$ cat src/rtl/ufb_consts.svh
// register offsets, field positions and reset values of the format and baud block
`ifndef UFB_CONSTS_SVH
`define UFB_CONSTS_SVH

// low addresses; 0 and 1 are shared and routed by the bank select bit, 3 always selects the format register
`define UFB_OFS_DIV_LO        3'h0
`define UFB_OFS_DIV_HI        3'h1
`define UFB_OFS_LINE_FMT      3'h3

// line_format_control field positions
`define UFB_POS_LEN_LO        0
`define UFB_POS_LEN_HI        1
`define UFB_POS_STOP          2
`define UFB_POS_PARITY_ON     3
`define UFB_POS_EVEN          4
`define UFB_POS_FIXED         5
`define UFB_POS_BREAK         6
`define UFB_POS_BANK          7

// reset values
`define UFB_RST_LINE_FMT      8'h00
`define UFB_RST_DIV_BYTE      8'h00

// framing figures
`define UFB_MIN_DATA_BITS     4'h5
`define UFB_STOP_HALVES_ONE   3'h2
`define UFB_STOP_HALVES_ONEH  3'h3
`define UFB_STOP_HALVES_TWO   3'h4
`define UFB_TICKS_PER_BIT     8'h10
`define UFB_TICKS_PER_HALF    8'h08

`endif

$ cat src/rtl/ufb_pkg.sv
// types shared by the format and baud block
package ufb_pkg;

    // one register bus request, sampled on the clock edge
    typedef struct packed {
        logic       cs;
        logic       rd;
        logic       wr;
        logic [2:0] addr;
        logic [7:0] wdata;
    } ufb_bus_req_t;

    // decoded character format handed to the shift engines
    typedef struct packed {
        logic [3:0] data_bits;
        logic [2:0] stop_halves;
        logic       parity_on;
        logic       parity_even;
        logic       parity_fixed;
        logic       brk;
        logic [7:0] frame_ticks;
    } ufb_format_t;

    // target of a bus access after bank routing
    typedef enum logic [2:0] {
        UFB_SEL_NONE,
        UFB_SEL_LINE_FMT,
        UFB_SEL_DIV_LO,
        UFB_SEL_DIV_HI,
        UFB_SEL_FWD
    } ufb_sel_t;

endpackage : ufb_pkg

$ cat src/rtl/ufb_baud_gen.sv
// programmable divider producing the 16x bit-rate tick
`timescale 1ns/10ps
module ufb_baud_gen #(
    parameter int DIV_W = 16
) (
    input  wire logic             core_clk_i,
    input  wire logic             reset_i,
    input  wire logic [DIV_W-1:0] divisor_i,
    input  wire logic             load_i,
    output logic                  tick16_o
);
    logic [DIV_W-1:0] count;
    logic [DIV_W-1:0] next_count;
    logic             next_tick16;

    // count down each clock, tick and reload on expiry; a write reloads at once
    always_comb begin
        next_count  = count;
        next_tick16 = 1'b0;
        if (load_i) begin
            next_count = divisor_i;
        end else if (divisor_i != '0) begin
            if (count <= DIV_W'(1)) begin
                next_tick16 = 1'b1;
                next_count  = divisor_i;
            end else begin
                next_count = count - DIV_W'(1);
            end
        end
    end

    // a zero divisor means unprogrammed: no ticks rather than a runaway rate
    always_ff @(posedge core_clk_i) begin
        if (reset_i) begin
            count    <= '0;
            tick16_o <= 1'b0;
        end else begin
            count    <= next_count;
            tick16_o <= next_tick16;
        end
    end
endmodule : ufb_baud_gen

$ cat src/rtl/ufb_format_baud.sv
// character format register, divisor latches, bank routing and break override
`timescale 1ns/10ps
`include "ufb_consts.svh"

// Behaviour
// two low format bits give five to eight data bits, both directions
// stop select clear gives one stop bit whatever the length
// stop select set with five-bit characters gives one and a half stops
// stop select set with six to eight bits gives two stops
// parity on inserts and checks a parity bit after the data
// even select clear gives odd ones total, set gives even total
// fixed parity sends and expects the inverse of even select
// break force holds serial output low until software clears it
// bank select routes shared low addresses to divisor or forwarded registers
// divider produces a tick sixteen times the bit rate
// any divisor from one to 65535 is accepted
// divisor is one 16-bit value in two byte latches
// writing either divisor byte reloads the counter at once
// software programs both divisor bytes before using the line
// software avoids divisor one with a 1.8432 MHz reference
// software avoids divisor one or two with 3.072 MHz reference
// software keeps the line rate at or below 56K baud
// the reference clock stays at or below 3.1 MHz
// counter counts down per clock, ticks and reloads every divisor cycles
// parity off ignores even and fixed select and sends no bit
module ufb_format_baud #(
    parameter int DIV_W = 16
) (
    input  wire logic                 core_clk_i,
    input  wire logic                 reset_i,
    input  wire ufb_pkg::ufb_bus_req_t bus_req_i,
    input  wire logic [7:0]           fwd_rdata_i,
    output logic [7:0]                rdata_o,
    output logic                      fwd_rd_o,
    output logic                      fwd_wr_o,
    output logic [2:0]                fwd_addr_o,
    output logic [7:0]                fwd_wdata_o,
    output ufb_pkg::ufb_format_t      fmt_o,
    output logic                      tick16_o,
    input  wire logic                 tx_line_i,
    output logic                      serial_tx_line_o,
    input  wire logic [7:0]           tx_data_i,
    output logic                      tx_parity_o,
    input  wire logic [7:0]           rx_data_i,
    input  wire logic                 rx_parity_i,
    output logic                      rx_parity_err_o
);
    import ufb_pkg::*;

    // register state
    logic [7:0]       line_format_control;
    logic [7:0]       div_lo;
    logic [7:0]       div_hi;
    logic             div_load;
    logic [7:0]       next_line_format_control;
    logic [7:0]       next_div_lo;
    logic [7:0]       next_div_hi;
    logic             next_div_load;

    // bus answer and forwarding state
    logic [7:0]       next_rdata;
    logic             next_fwd_rd;
    logic             next_fwd_wr;
    logic [2:0]       next_fwd_addr;
    logic [7:0]       next_fwd_wdata;
    ufb_sel_t         sel;
    logic             rd_take;
    logic             wr_take;

    // format and line state
    ufb_format_t      next_fmt;
    logic             next_serial_tx_line;
    logic [DIV_W-1:0] divisor;

    // route an address through the bank select bit; used for reads and writes
    function automatic ufb_sel_t ufb_route(input logic [2:0] addr, input logic bank);
        if (addr == `UFB_OFS_LINE_FMT) begin
            return UFB_SEL_LINE_FMT;
        end
        if (bank && addr == `UFB_OFS_DIV_LO) begin
            return UFB_SEL_DIV_LO;
        end
        if (bank && addr == `UFB_OFS_DIV_HI) begin
            return UFB_SEL_DIV_HI;
        end
        return UFB_SEL_FWD;
    endfunction : ufb_route

    // decode the format register into what the shift engines need
    function automatic ufb_format_t ufb_decode(input logic [7:0] lfc);
        ufb_format_t f;
        logic [7:0]  bits_in_char;
        f             = '0;
        f.data_bits   = `UFB_MIN_DATA_BITS
                        + {2'b00, lfc[`UFB_POS_LEN_HI], lfc[`UFB_POS_LEN_LO]};
        if (!lfc[`UFB_POS_STOP]) begin
            f.stop_halves = `UFB_STOP_HALVES_ONE;
        end else if (f.data_bits == `UFB_MIN_DATA_BITS) begin
            f.stop_halves = `UFB_STOP_HALVES_ONEH;
        end else begin
            f.stop_halves = `UFB_STOP_HALVES_TWO;
        end
        f.parity_on    = lfc[`UFB_POS_PARITY_ON];
        f.parity_even  = lfc[`UFB_POS_EVEN] & lfc[`UFB_POS_PARITY_ON];
        f.parity_fixed = lfc[`UFB_POS_FIXED] & lfc[`UFB_POS_PARITY_ON];
        f.brk          = lfc[`UFB_POS_BREAK];
        // start + data + parity in whole bits, stops in half bits
        bits_in_char   = 8'h01 + {4'h0, f.data_bits} + {7'h00, f.parity_on};
        f.frame_ticks  = 8'((bits_in_char * `UFB_TICKS_PER_BIT)
                         + ({5'h00, f.stop_halves} * `UFB_TICKS_PER_HALF));
        return f;
    endfunction : ufb_decode

    // bus request decode; a request without chip select is ignored
    always_comb begin
        rd_take = bus_req_i.cs & bus_req_i.rd & ~bus_req_i.wr;
        wr_take = bus_req_i.cs & bus_req_i.wr & ~bus_req_i.rd;
        sel     = (rd_take | wr_take)
                  ? ufb_route(bus_req_i.addr, line_format_control[`UFB_POS_BANK])
                  : UFB_SEL_NONE;
    end

    // register writes; any divisor byte write arms an immediate counter reload
    always_comb begin
        next_line_format_control = line_format_control;
        next_div_lo              = div_lo;
        next_div_hi              = div_hi;
        next_div_load            = 1'b0;
        if (wr_take) begin
            unique case (sel)
                UFB_SEL_LINE_FMT: begin
                    next_line_format_control = bus_req_i.wdata;
                end
                UFB_SEL_DIV_LO: begin
                    next_div_lo   = bus_req_i.wdata;
                    next_div_load = 1'b1;
                end
                UFB_SEL_DIV_HI: begin
                    next_div_hi   = bus_req_i.wdata;
                    next_div_load = 1'b1;
                end
                UFB_SEL_FWD, UFB_SEL_NONE: begin
                    next_div_load = 1'b0;
                end
            endcase
        end
    end

    always_ff @(posedge core_clk_i) begin
        if (reset_i) begin
            line_format_control <= `UFB_RST_LINE_FMT;
            div_lo              <= `UFB_RST_DIV_BYTE;
            div_hi              <= `UFB_RST_DIV_BYTE;
            div_load            <= 1'b0;
        end else begin
            line_format_control <= next_line_format_control;
            div_lo              <= next_div_lo;
            div_hi              <= next_div_hi;
            div_load            <= next_div_load;
        end
    end

    // read answer held until the next read; forwarded accesses pass through
    always_comb begin
        next_rdata     = rdata_o;
        next_fwd_rd    = 1'b0;
        next_fwd_wr    = 1'b0;
        next_fwd_addr  = fwd_addr_o;
        next_fwd_wdata = fwd_wdata_o;
        if (rd_take) begin
            unique case (sel)
                UFB_SEL_LINE_FMT: next_rdata = line_format_control;
                UFB_SEL_DIV_LO:   next_rdata = div_lo;
                UFB_SEL_DIV_HI:   next_rdata = div_hi;
                UFB_SEL_FWD:      next_rdata = fwd_rdata_i;
                UFB_SEL_NONE:     next_rdata = rdata_o;
            endcase
        end
        // the far registers see the bank-qualified strobe only
        if (sel == UFB_SEL_FWD) begin
            next_fwd_rd    = rd_take;
            next_fwd_wr    = wr_take;
            next_fwd_addr  = bus_req_i.addr;
            next_fwd_wdata = bus_req_i.wdata;
        end
    end

    always_ff @(posedge core_clk_i) begin
        if (reset_i) begin
            rdata_o     <= 8'h00;
            fwd_rd_o    <= 1'b0;
            fwd_wr_o    <= 1'b0;
            fwd_addr_o  <= 3'h0;
            fwd_wdata_o <= 8'h00;
        end else begin
            rdata_o     <= next_rdata;
            fwd_rd_o    <= next_fwd_rd;
            fwd_wr_o    <= next_fwd_wr;
            fwd_addr_o  <= next_fwd_addr;
            fwd_wdata_o <= next_fwd_wdata;
        end
    end

    // decoded format follows the register that will hold it next cycle
    // break overrides whatever the transmitter drives, spacing until cleared
    always_comb begin
        next_fmt            = ufb_decode(next_line_format_control);
        next_serial_tx_line = next_line_format_control[`UFB_POS_BREAK]
                              ? 1'b0 : tx_line_i;
    end

    // line idles marking after reset so the far end sees no false start
    always_ff @(posedge core_clk_i) begin
        if (reset_i) begin
            fmt_o            <= ufb_decode(`UFB_RST_LINE_FMT);
            serial_tx_line_o <= 1'b1;
        end else begin
            fmt_o            <= next_fmt;
            serial_tx_line_o <= next_serial_tx_line;
        end
    end

    // the core clock is the reference; the rate limits are software's concern
    assign divisor = DIV_W'({div_hi, div_lo});

    ufb_baud_gen #(
        .DIV_W      (DIV_W)
    ) u_baud_gen (
        .core_clk_i (core_clk_i),
        .reset_i    (reset_i),
        .divisor_i  (divisor),
        .load_i     (div_load),
        .tick16_o   (tick16_o)
    );

    ufb_parity_unit u_parity (
        .core_clk_i      (core_clk_i),
        .reset_i         (reset_i),
        .fmt_i           (fmt_o),
        .tx_data_i       (tx_data_i),
        .rx_data_i       (rx_data_i),
        .rx_parity_i     (rx_parity_i),
        .tx_parity_o     (tx_parity_o),
        .rx_parity_err_o (rx_parity_err_o)
    );

endmodule : ufb_format_baud

$ cat src/rtl/ufb_parity_unit.sv
// parity generation for transmit and parity check for receive
`timescale 1ns/10ps
module ufb_parity_unit (
    input  wire logic               core_clk_i,
    input  wire logic               reset_i,
    input  wire ufb_pkg::ufb_format_t fmt_i,
    input  wire logic [7:0]         tx_data_i,
    input  wire logic [7:0]         rx_data_i,
    input  wire logic               rx_parity_i,
    output logic                    tx_parity_o,
    output logic                    rx_parity_err_o
);
    import ufb_pkg::*;

    logic next_tx_parity;
    logic next_rx_parity_err;
    logic tx_expect;
    logic rx_expect;

    // odd count of ones among the bits the character length keeps
    function automatic logic ufb_ones_odd(input logic [7:0] data, input logic [3:0] nbits);
        logic [7:0] mask;
        mask = 8'hff >> (4'h8 - nbits);
        return ^(data & mask);
    endfunction : ufb_ones_odd

    // expected parity bit for one character under the current format
    function automatic logic ufb_parity_bit(input ufb_format_t f, input logic [7:0] data);
        if (f.parity_fixed) begin
            return ~f.parity_even;
        end
        return ufb_ones_odd(data, f.data_bits) ^ ~f.parity_even;
    endfunction : ufb_parity_bit

    // parity disabled: no bit sent, nothing flagged
    always_comb begin
        tx_expect          = ufb_parity_bit(fmt_i, tx_data_i);
        rx_expect          = ufb_parity_bit(fmt_i, rx_data_i);
        next_tx_parity     = fmt_i.parity_on & tx_expect;
        next_rx_parity_err = fmt_i.parity_on & (rx_parity_i != rx_expect);
    end

    always_ff @(posedge core_clk_i) begin
        if (reset_i) begin
            tx_parity_o     <= 1'b0;
            rx_parity_err_o <= 1'b0;
        end else begin
            tx_parity_o     <= next_tx_parity;
            rx_parity_err_o <= next_rx_parity_err;
        end
    end
endmodule : ufb_parity_unit

$ cat config.mk
export PLATFORM = sky130hd
export DESIGN_NAME = ufb_format_baud
export DESIGN_NICKNAME = d
export VERILOG_FILES = /design/src/rtl/ufb_pkg.sv /design/src/rtl/ufb_baud_gen.sv /design/src/rtl/ufb_format_baud.sv /design/src/rtl/ufb_parity_unit.sv
export VERILOG_INCLUDE_DIRS = /design/src /design/src/rtl
export SDC_FILE = /design/constraint.sdc
export NUM_CORES = 1
export LEC_CHECK = 0
export BUFFER_PORTS_ARGS = -buffer_cell sky130_fd_sc_hd__buf_2
export CORE_ASPECT_RATIO = 0.9
export CORE_MARGIN = 3
export CORE_UTILIZATION = 60
export CTS_BUF_LIST = sky130_fd_sc_hd__clkbuf_4
export CTS_CLUSTER_SIZE = 14
export DETAILED_ROUTE_END_ITERATION = 16
export PLACE_DENSITY = 0.86
export SLEW_MARGIN = 20
export SYNTH_ARGS = -nofsm -noshare
export SYNTH_HDL_FRONTEND = slang
export SYNTH_HIERARCHICAL = 1
export SYNTH_SLANG_ARGS = --single-unit
$ cat constraint.sdc
create_clock -name core_clk_i -period 6.8 [get_ports core_clk_i]
set_input_delay 0 -clock core_clk_i [delete_from_list [all_inputs] [get_ports core_clk_i]]
set_output_delay 0 -clock core_clk_i [all_outputs]
set_load 0.05 [all_outputs]
Word-level counts from Yosys, hierarchy flattened
Cells that the tools add are included.
- flip-flop bits (word level): 85
- input port bits: 42
- output and inout port bits: 44
- add/sub/neg operators: 6
- magnitude comparators: 1
- equality and inequality tests: 8
- shift operators: 1
- mux-type cells: 28
- bitwise gates (word level): 20
- reductions and logical operators: 16
- operator list (operator ; count):
    2-to-1 mux 16 bit ; 3
    one-hot mux 8 bit (4 select lines) ; 1
    2-to-1 mux 3 bit ; 9
    bitwise AND 8 bit ; 2
    <= comparator 16 x 1 -> 1 bit (second input constant) ; 1
    nonzero test 16 bit ; 1
    parity 8 bit ; 2
    subtractor 16 x 1 -> 16 bit (second input constant) ; 1
    2-to-1 mux 7 bit ; 2
    2-to-1 mux 1 bit ; 13
    equality test 3 x 2 -> 1 bit (second input constant) ; 3
    adder 8 x 6 -> 8 bit ; 1
    bitwise AND 1 bit ; 8
    AND reduction 2 bit ; 4
    >> shifter 8 x 4 -> 8 bit (first input constant) ; 1
    inverter 1 bit ; 7
    equality test 3 x 1 -> 1 bit (second input constant) ; 2
    zero test 3 bit ; 2
    OR reduction 2 bit ; 3
    adder 1 x 4 -> 4 bit (first input constant) ; 1
    adder 3 x 2 -> 4 bit (first input constant) ; 1
    adder 4 x 1 -> 4 bit ; 1
    equality test 4 x 3 -> 1 bit (second input constant) ; 1
    subtractor 4 bit (first input constant) ; 1
    other kinds (7) ; 9

Depth between registers and ports, before layout
Gate-level depths: netlist (run 1).
- depth in word-level cells: 18
- mapped depth: 11
- gate-level depth less buffers: 10

Hierarchy
Netlist (run 1), hierarchy kept.
- by module, submodules not included (module ; times used ; cells an instance ; area each (µm²)):
    ufb_format_baud ; 1 ; 289 ; 2635.0
    ufb_baud_gen ; 1 ; 144 ; 1152.4
    ufb_parity_unit ; 1 ; 55 ; 440.4

Least setup slack after synthesis (run 1)
OpenSTA, ideal clock, no wires.
- kind: register to register
- start point: reg fmt_o[16] (netlist name)
- end point: reg u_parity.rx_parity_err_o
- arrival time: 2.308 ns
- data required time: 6.679 ns
- path slack: 4.370 ns
- stages on the path, launching flop included: 10
- path buffers: 0
- period minus slack after synthesis: 2.430 ns
- cell sequence: dfxtp_1 inv_1 ha_1 ha_1 nor3b_2 xnor2_1 xnor2_1 xnor3_1 o311ai_1 nand2_1
- word-level cells in the longest chain between the ends: 8
- ends and longest elaborated chain (element ; RTL line ; source):
    start, declared ; ufb_format_baud.sv:38 ; output ufb_pkg::ufb_format_t fmt_o,
    start signal, assigned ; ufb_format_baud.sv:215 ; fmt_o <= ufb_decode(`UFB_RST_LINE_FMT);
    start signal, assigned ; ufb_format_baud.sv:218 ; fmt_o <= next_fmt;
    subtractor 4 bit ; ufb_parity_unit.sv:23 ; mask = 8'hff >> (4'h8 - nbits);
    >> shifter 8 x 4 -> 8 bit ; ufb_parity_unit.sv:23 ;
    bitwise AND 8 bit ; ufb_parity_unit.sv:24 ; return ^(data & mask);
    parity 8 bit ; ufb_parity_unit.sv:24 ;
    XOR 1 bit ; ufb_parity_unit.sv:32 ; return ufb_ones_odd(data, f.data_bits) ^ ~f.parity_even;
    2-to-1 mux 1 bit ; ufb_parity_unit.sv:32 ;
    inequality test 1 bit ; ufb_parity_unit.sv:40 ; next_rx_parity_err = fmt_i.parity_on & (rx_parity_i != rx_expect);
    bitwise AND 1 bit ; ufb_parity_unit.sv:40 ;
    end signal, assigned ; ufb_parity_unit.sv:49 ; rx_parity_err_o <= next_rx_parity_err;
    end, declared ; ufb_parity_unit.sv:11 ; output logic rx_parity_err_o
Every way passes these cells.
A chain may end at the register's enable or synchronous reset.

==> impl_metrics.toml, run 1 <==
[status]
status = "finished clean"

[cts]
cts_tree = "yes"
root_buffer = "clkbuf_4"
clock_latency_ns = 0.44
clock_path_buffers = 2
clock_sinks = 79
clkTransAtPathRegs_ns = 0.13
cts_buffers = 9
cts.repair.resized = 0
cts_htree_levels = 3
postCtsSetupBuffers = 0

[global_routing]
grt_antenna_before_repair = 0
grt_pass1_vias = 3756
grtUsageTotal_pct = 28.0
grt_pass1_wl_mm = 18.1
gr-total-overflow = 0
grt_max_degree = 74

[yosys]
ys_top_cells_by_area = "dfxtp_1, mux2i_1, nand2_1"
synthArstFlopShare_pct = 0
synth.avg_cell_area_sq_um = 8.66
ys_seq_area_share_pct = 37.4
synth_cell_types = 69
yosysTopAreaCellShare_pct = 37.4
yosysTopAreaCell = "dfxtp_1"
synthCells = 488
synth_top_flop_cell = "dfxtp_1"
synth_warnings = 6
ys_seq_elements = 79
synth_edf_count = 0
syn_area_sq_mm = 0.00423

[floorplanning]
die_w_microns = 94.5
fp.dieArea_sq_mm = 0.00809
io_pins = 86
rows = 28
die_h_microns = 85.6
core-area_sq_mm = 0.00669
initial_core_util_pct = 63.2

[placement]
gp_congestion = 0.878
place_inst = 627
dpl.hpwl_mm = 7.82
port_buffers = 82

[critical_path]
worstPathMaxFanout = 12
crit_slowest_cell = "fa_1"
critical_path_class = "input port to flop"
worstSetupStartpointType = "input port"
worst-path-buf-inv = 3
cpPeakStageDelay_ns = 0.61
path_cells = "dlygate4sd3_1 -> buf_2 -> nor2b_2 -> nand3_4 -> mux2i_1 -> inv_1 -> fa_1 -> fa_1 -> or2_2"
crit_top_cell = "fa_1"
cp_top_family = "simple AND/OR/NAND/NOR gates"
crit_required_ns = 7.15
crit_arrival_ns = 3.29
endpoint_kind = "flop"

[detailed_routing]
via_per_inst = 6.21
drt-initial-drc-count = 527
ant_nets = 0
remaining_drc_errors = 0
vias = 4073
drt_first_pass_iters = 5
wl_mm = 11.0
wire_per_inst_microns = 16.8

[final_layout]
n_antenna_cell = 0
nets = 615
area_delta_synth_final_pct = 14.1
fillers = 501
layout.cells.non_filler = 656
drive_gt1_share_pct = 21.4
final_util_pct = 72.1

[power_and_ir_drop]
power.total_uw = 889
power.density_mw_per_mm2 = 184
vdd_drop_max_uv = 138
power_leakage_nw = 2.11

[timing]
slew_viol_final = 0
slew_headroom_pct = 29.1
fmax_mhz = 339
hold_violations = 0
finClkSkew_ns = 0.00956
setup_tns_ns = 0
worst_pin_slew_ns = 1.06
rsz0062_at_grt = "no"
period_share_pct = 43.4
period_minus_slack_ns = 2.95
setup_viol = 0

[worst_hold_path]
hold_class = "input port to flop"

[job]
drv_cap = 0
-- logic make-up (layout without fill, tap and decap cells) --
family | Yosys count | after routing | synth area share (%)
compound gates | 106 | 106 | 15.9
xor+xnor | 17 | 17 | 3.85
fa+ha+maj | 12 | 12 | 3.91
buf+inv | 52 | 128 | 6.63
flops | 79 | 79 | 37.4
mux | 32 | 32 | 7.81
other cells | 1 | 3 | 0.0887
simple gates | 189 | 189 | 24.4
-- what timing repair did --
action                     in CTS  in global routing
setup endpoints to repair       0                  0
hold buffers                   13                  0
hold endpoints to repair       39                  0
-- Yosys cell counts, types with 7 or more instances --
cell type,count
dfxtp_1,79
nand2_1,47
nor2_1,38
a21oi_1,35
mux2i_1,28
nand3_1,20
inv_1,15
o21ai_0,15
a31oi_1,14
nor3_1,14
clkbuf_1,12
buf_2,10
buf_4,10
ha_1,10
nand2b_1,10
xnor2_1,10
or3_1,8
a2bb2oi_1,7
nor4_1,7
o221ai_1,7
-- final timing paths --
check	startpoint	to	slack [ns]	cells after the start
min reg2reg	line_format_control[4]	line_format_control[4]	0.49	2
max	bus_req_i[8]	fmt_o[5]	3.85	9
min	fwd_rdata_i[5]	rdata_o[5]	0.01	4
max reg2reg	div_lo[6]	u_baud_gen/count[15]	4.28	5
-- power by group --
group	total [mW]	internal [mW]	switching [mW]
Combinational	0.128	0.0471	0.0811
Sequential	0.476	0.471	0.00484
Clock	0.285	0.112	0.173
Total	0.889	0.629	0.259
-- worst min-delay path: cells and delay by family --
family / cells / cell delay (ns)
compound gates: 2 / 0.27
buf+inv: 1 / 0.10
simple gates: 1 / 0.05
-- final cells by class --
type,count,area (sq um),area share [%]
well taps,90,113,2.33
repair buffers,97,556,11.5
inverters,15,56.3,1.17
multi-input cells,359,2380,49.3
clock buffers,9,67.6,1.40
clock inverters,7,72.6,1.50
flip-flops and latches,79,1580,32.8
-- routing by layer --
layer | wire length (microns) | GRT usage [%]
met3 | 1200 | 4.91
met4 | 306 | 12.6
met2 | 5070 | 45.1
met1 | 4460 | 36.8
met5 | 0 | 0
-- state kept, by name, summed over array words and instances, names as in the netlist --
signal and count:
fwd_wdata_o 8, div_hi 8, div_load 1, div_lo 8
fmt_o 13, fwd_addr_o 3, rdata_o 8, fwd_wr_o 1
u_parity/tx_parity_o 1, serial_tx_line_o 1, u_baud_gen/count 16, u_parity/rx_parity_err_o 1
line_format_control 8, u_baud_gen/tick16_o 1, fwd_rd_o 1
-- cells in the final DEF, fill, tap and decap left out, drive strengths merged, types with 11 or more instances in the layout --
| cell | instances |
|---|---|
| nand3 | 21 |
| o21ai | 16 |
| inv | 16 |
| a21oi | 36 |
| buf | 84 |
| a31oi | 14 |
| dfxtp | 79 |
| nor2 | 38 |
| nand2 | 48 |
| nor3 | 14 |
| nand2b | 11 |
| dlygate4sd3 | 13 |
| mux2i | 30 |
-- per-stage QoR --
stage | hold slack [ns] | area (sq um) | worst slack (ns)
after floorplan | 0.102 | 4240 | 4.37
final | 0.0139 | 4830 | 3.85
after CTS | 0.00248 | 4830 | 3.95
after detailed placement | 0.204 | 4560 | 3.92
after global routing | 0.000349 | 4830 | 3.70
after global placement | 0.197 | 4560 | 4.06
(Power assumes the default switching activity.)
==> run 2, diff against run 1 <==
CORE_UTILIZATION = 57   (was 60)
PLACE_DENSITY = 0.82   (was 0.86)
clock period = 3.1 ns   (was 6.8 ns; I/O delays follow)
==> impl_metrics.toml, run 2 (synthesis gave the netlist of run 1 again) <==
[global_routing]
grt_pass1_vias = 3809
grtUsageTotal_pct = 26.5
grt_antenna_before_repair = 0
grt_pass1_wl_mm = 18.6
gr-total-overflow = 0
grt_max_degree = 53

[timing]
setup_tns_ns = 0
fmax_mhz = 381
slew_viol_final = 0
period_share_pct = 84.7
hold_violations = 0
rsz0062_at_grt = "no"
finClkSkew_ns = 0.0138
setup_viol = 0
period_minus_slack_ns = 2.63
slew_headroom_pct = 35.5
worst_pin_slew_ns = 0.967

[power_and_ir_drop]
power_leakage_nw = 2.12
vdd_drop_max_uv = 346
power_frac_clock_pct = 31.7
intPower_mw = 1.39
power_frac_comb_pct = 14.6
seq_power_share_pct = 53.7
power.density_mw_per_mm2 = 402
netSwitchingPower_uw = 557
switching_share_pct = 28.6

[detailed_routing]
drt_first_pass_iters = 5
wire_per_inst_microns = 17.0
vias = 3974
ant_nets = 0
via_per_inst = 6.01
drt-initial-drc-count = 413
wl_mm = 11.3
remaining_drc_errors = 0

[cts]
root_buffer = "clkbuf_4"
clock_path_buffers = 2
clkTransAtPathRegs_ns = 0.13
cts_tree = "yes"
clock_sinks = 79
postCtsSetupBuffers = 0
cts_htree_levels = 3
cts_buffers = 9
clock_latency_ns = 0.43

[floorplanning]
rows = 29
initial_core_util_pct = 59.4
die_w_microns = 96.8
fp.dieArea_sq_mm = 0.00849
die_h_microns = 87.7
core-area_sq_mm = 0.00711
io_pins = 86

[critical_path]
crit_required_ns = 3.44
r2r_slack_ns = 0.72
endpoint_kind = "flop"
critical_path_class = "input port to flop"
worstSetupStartpointType = "input port"
r2r_cells = 5
rr_startpoint = "u_baud_gen/count[8]"
crit_arrival_ns = 2.96
rr_endpoint = "u_baud_gen/count[0]"
worstPathMaxFanout = 12

[final_layout]
area_delta_synth_final_pct = 14.4
top_register = "u_baud_gen/count"
nets = 617
n_antenna_cell = 0
stdcell_area_sq_mm = 0.00484
layout_commonest_cell = "buf_2"
final_cell_mix = "buf_2, dfxtp_1, nand2_1"
reg_top3 = "u_baud_gen/count: 16 flops, fmt_o: 13 flops"
largest_reg_flops = 16
drive_gt1_share_pct = 21.7

[worst_hold_path]
hold_path_end = "rdata_o[5]"
min_path_cells = 4
min_from = "fwd_rdata_i[5]"
hold_class = "input port to flop"

[placement]
gp_congestion = 0.955
dpl_cell_area_sq_mm = 0.00458
dpl.hpwl_mm = 8.05
port_buffers = 82

[status]
status = "finished clean"

[job]
drv_cap = 0
## run 2: cell count changes in the layout (fill, tap and decap cells not counted)
cell           previous run  this run
buf_4                     2         5
dlygate4sd3_1            13        12
clkinv_4                  0         1
clkinvlp_4                4         2
clkbuf_4                  9        10
clkinv_1                  1         2
inv_6                     1         0
## run 2: per-stage QoR
step                util, %  std cells  setup WS, ns  total power, mW  hold slack [ns]
floorplan                 -        490         0.670             1.26            0.102
global placement       64.4        633         0.688             1.33            0.196
detailed placement     64.4        633         0.580             1.33            0.209
CTS                    68.0        661         0.499             1.94          0.00141
global route           68.0        661         0.336             2.00           0.0172
finish                 68.0        661         0.474             1.94          0.00885
## run 2: repair_timing
item / CTS / global route
hold endpoints to repair: 37 / 0
resized for setup: 0 / 0
hold buffers: 12 / 0
## run 2: layout make-up
class	count	area, sq um
clock buffer	10	75.1
multi-input combinational	359	2380
tap	93	116
sequential	79	1580
clock inverter	6	61.3
inverter	15	56.3
fill	567	2270
timing repair buffer	99	568
## run 2: routing by layer
layer / GRT usage [%] / up-vias / part of all wire (%)
li1: - / 1892 / -
met1: 35.2 / 1822 / 42
met2: 42.8 / 235 / 46
met3: 5.33 / 25 / 9.3
met4: 11.1 / 0 / 2.3
met5: 0 / - / 0
## run 2: power groups by stage
stage	logic [mW]	clock network, mW	registers [mW]
floorplan	0.133	0	1.12
global placement	0.262	0	1.06
detailed placement	0.267	0	1.07
CTS	0.280	0.620	1.04
global route	0.304	0.655	1.05
finish	0.284	0.617	1.04
## run 2: how the worst max path moves through the flow
stage / slack, ns / from / end / depth (start not counted)
5_1_grt: 0.34 / bus_req_i[8] / fmt_o[5] / 9
3_3_place_gp: 0.69 / bus_req_i[12] / fmt_o[5] / 8
2_1_floorplan: 0.67 / fmt_o[16] / u_parity/rx_parity_err_o / 9
4_1_cts: 0.50 / bus_req_i[10] / fmt_o[5] / 9
6_report: 0.47 / bus_req_i[8] / fmt_o[5] / 9
3_5_place_dp: 0.58 / bus_req_i[12] / fmt_o[5] / 8
## run 2: critical path, cell delays in order
cell           delay (ns)
dlygate4sd3_1        0.53
buf_2                0.16
nor2b_2              0.22
nand3_4              0.20
mux2i_1              0.40
inv_1                0.15
fa_1                 0.61
fa_1                 0.42
or2_2                0.27
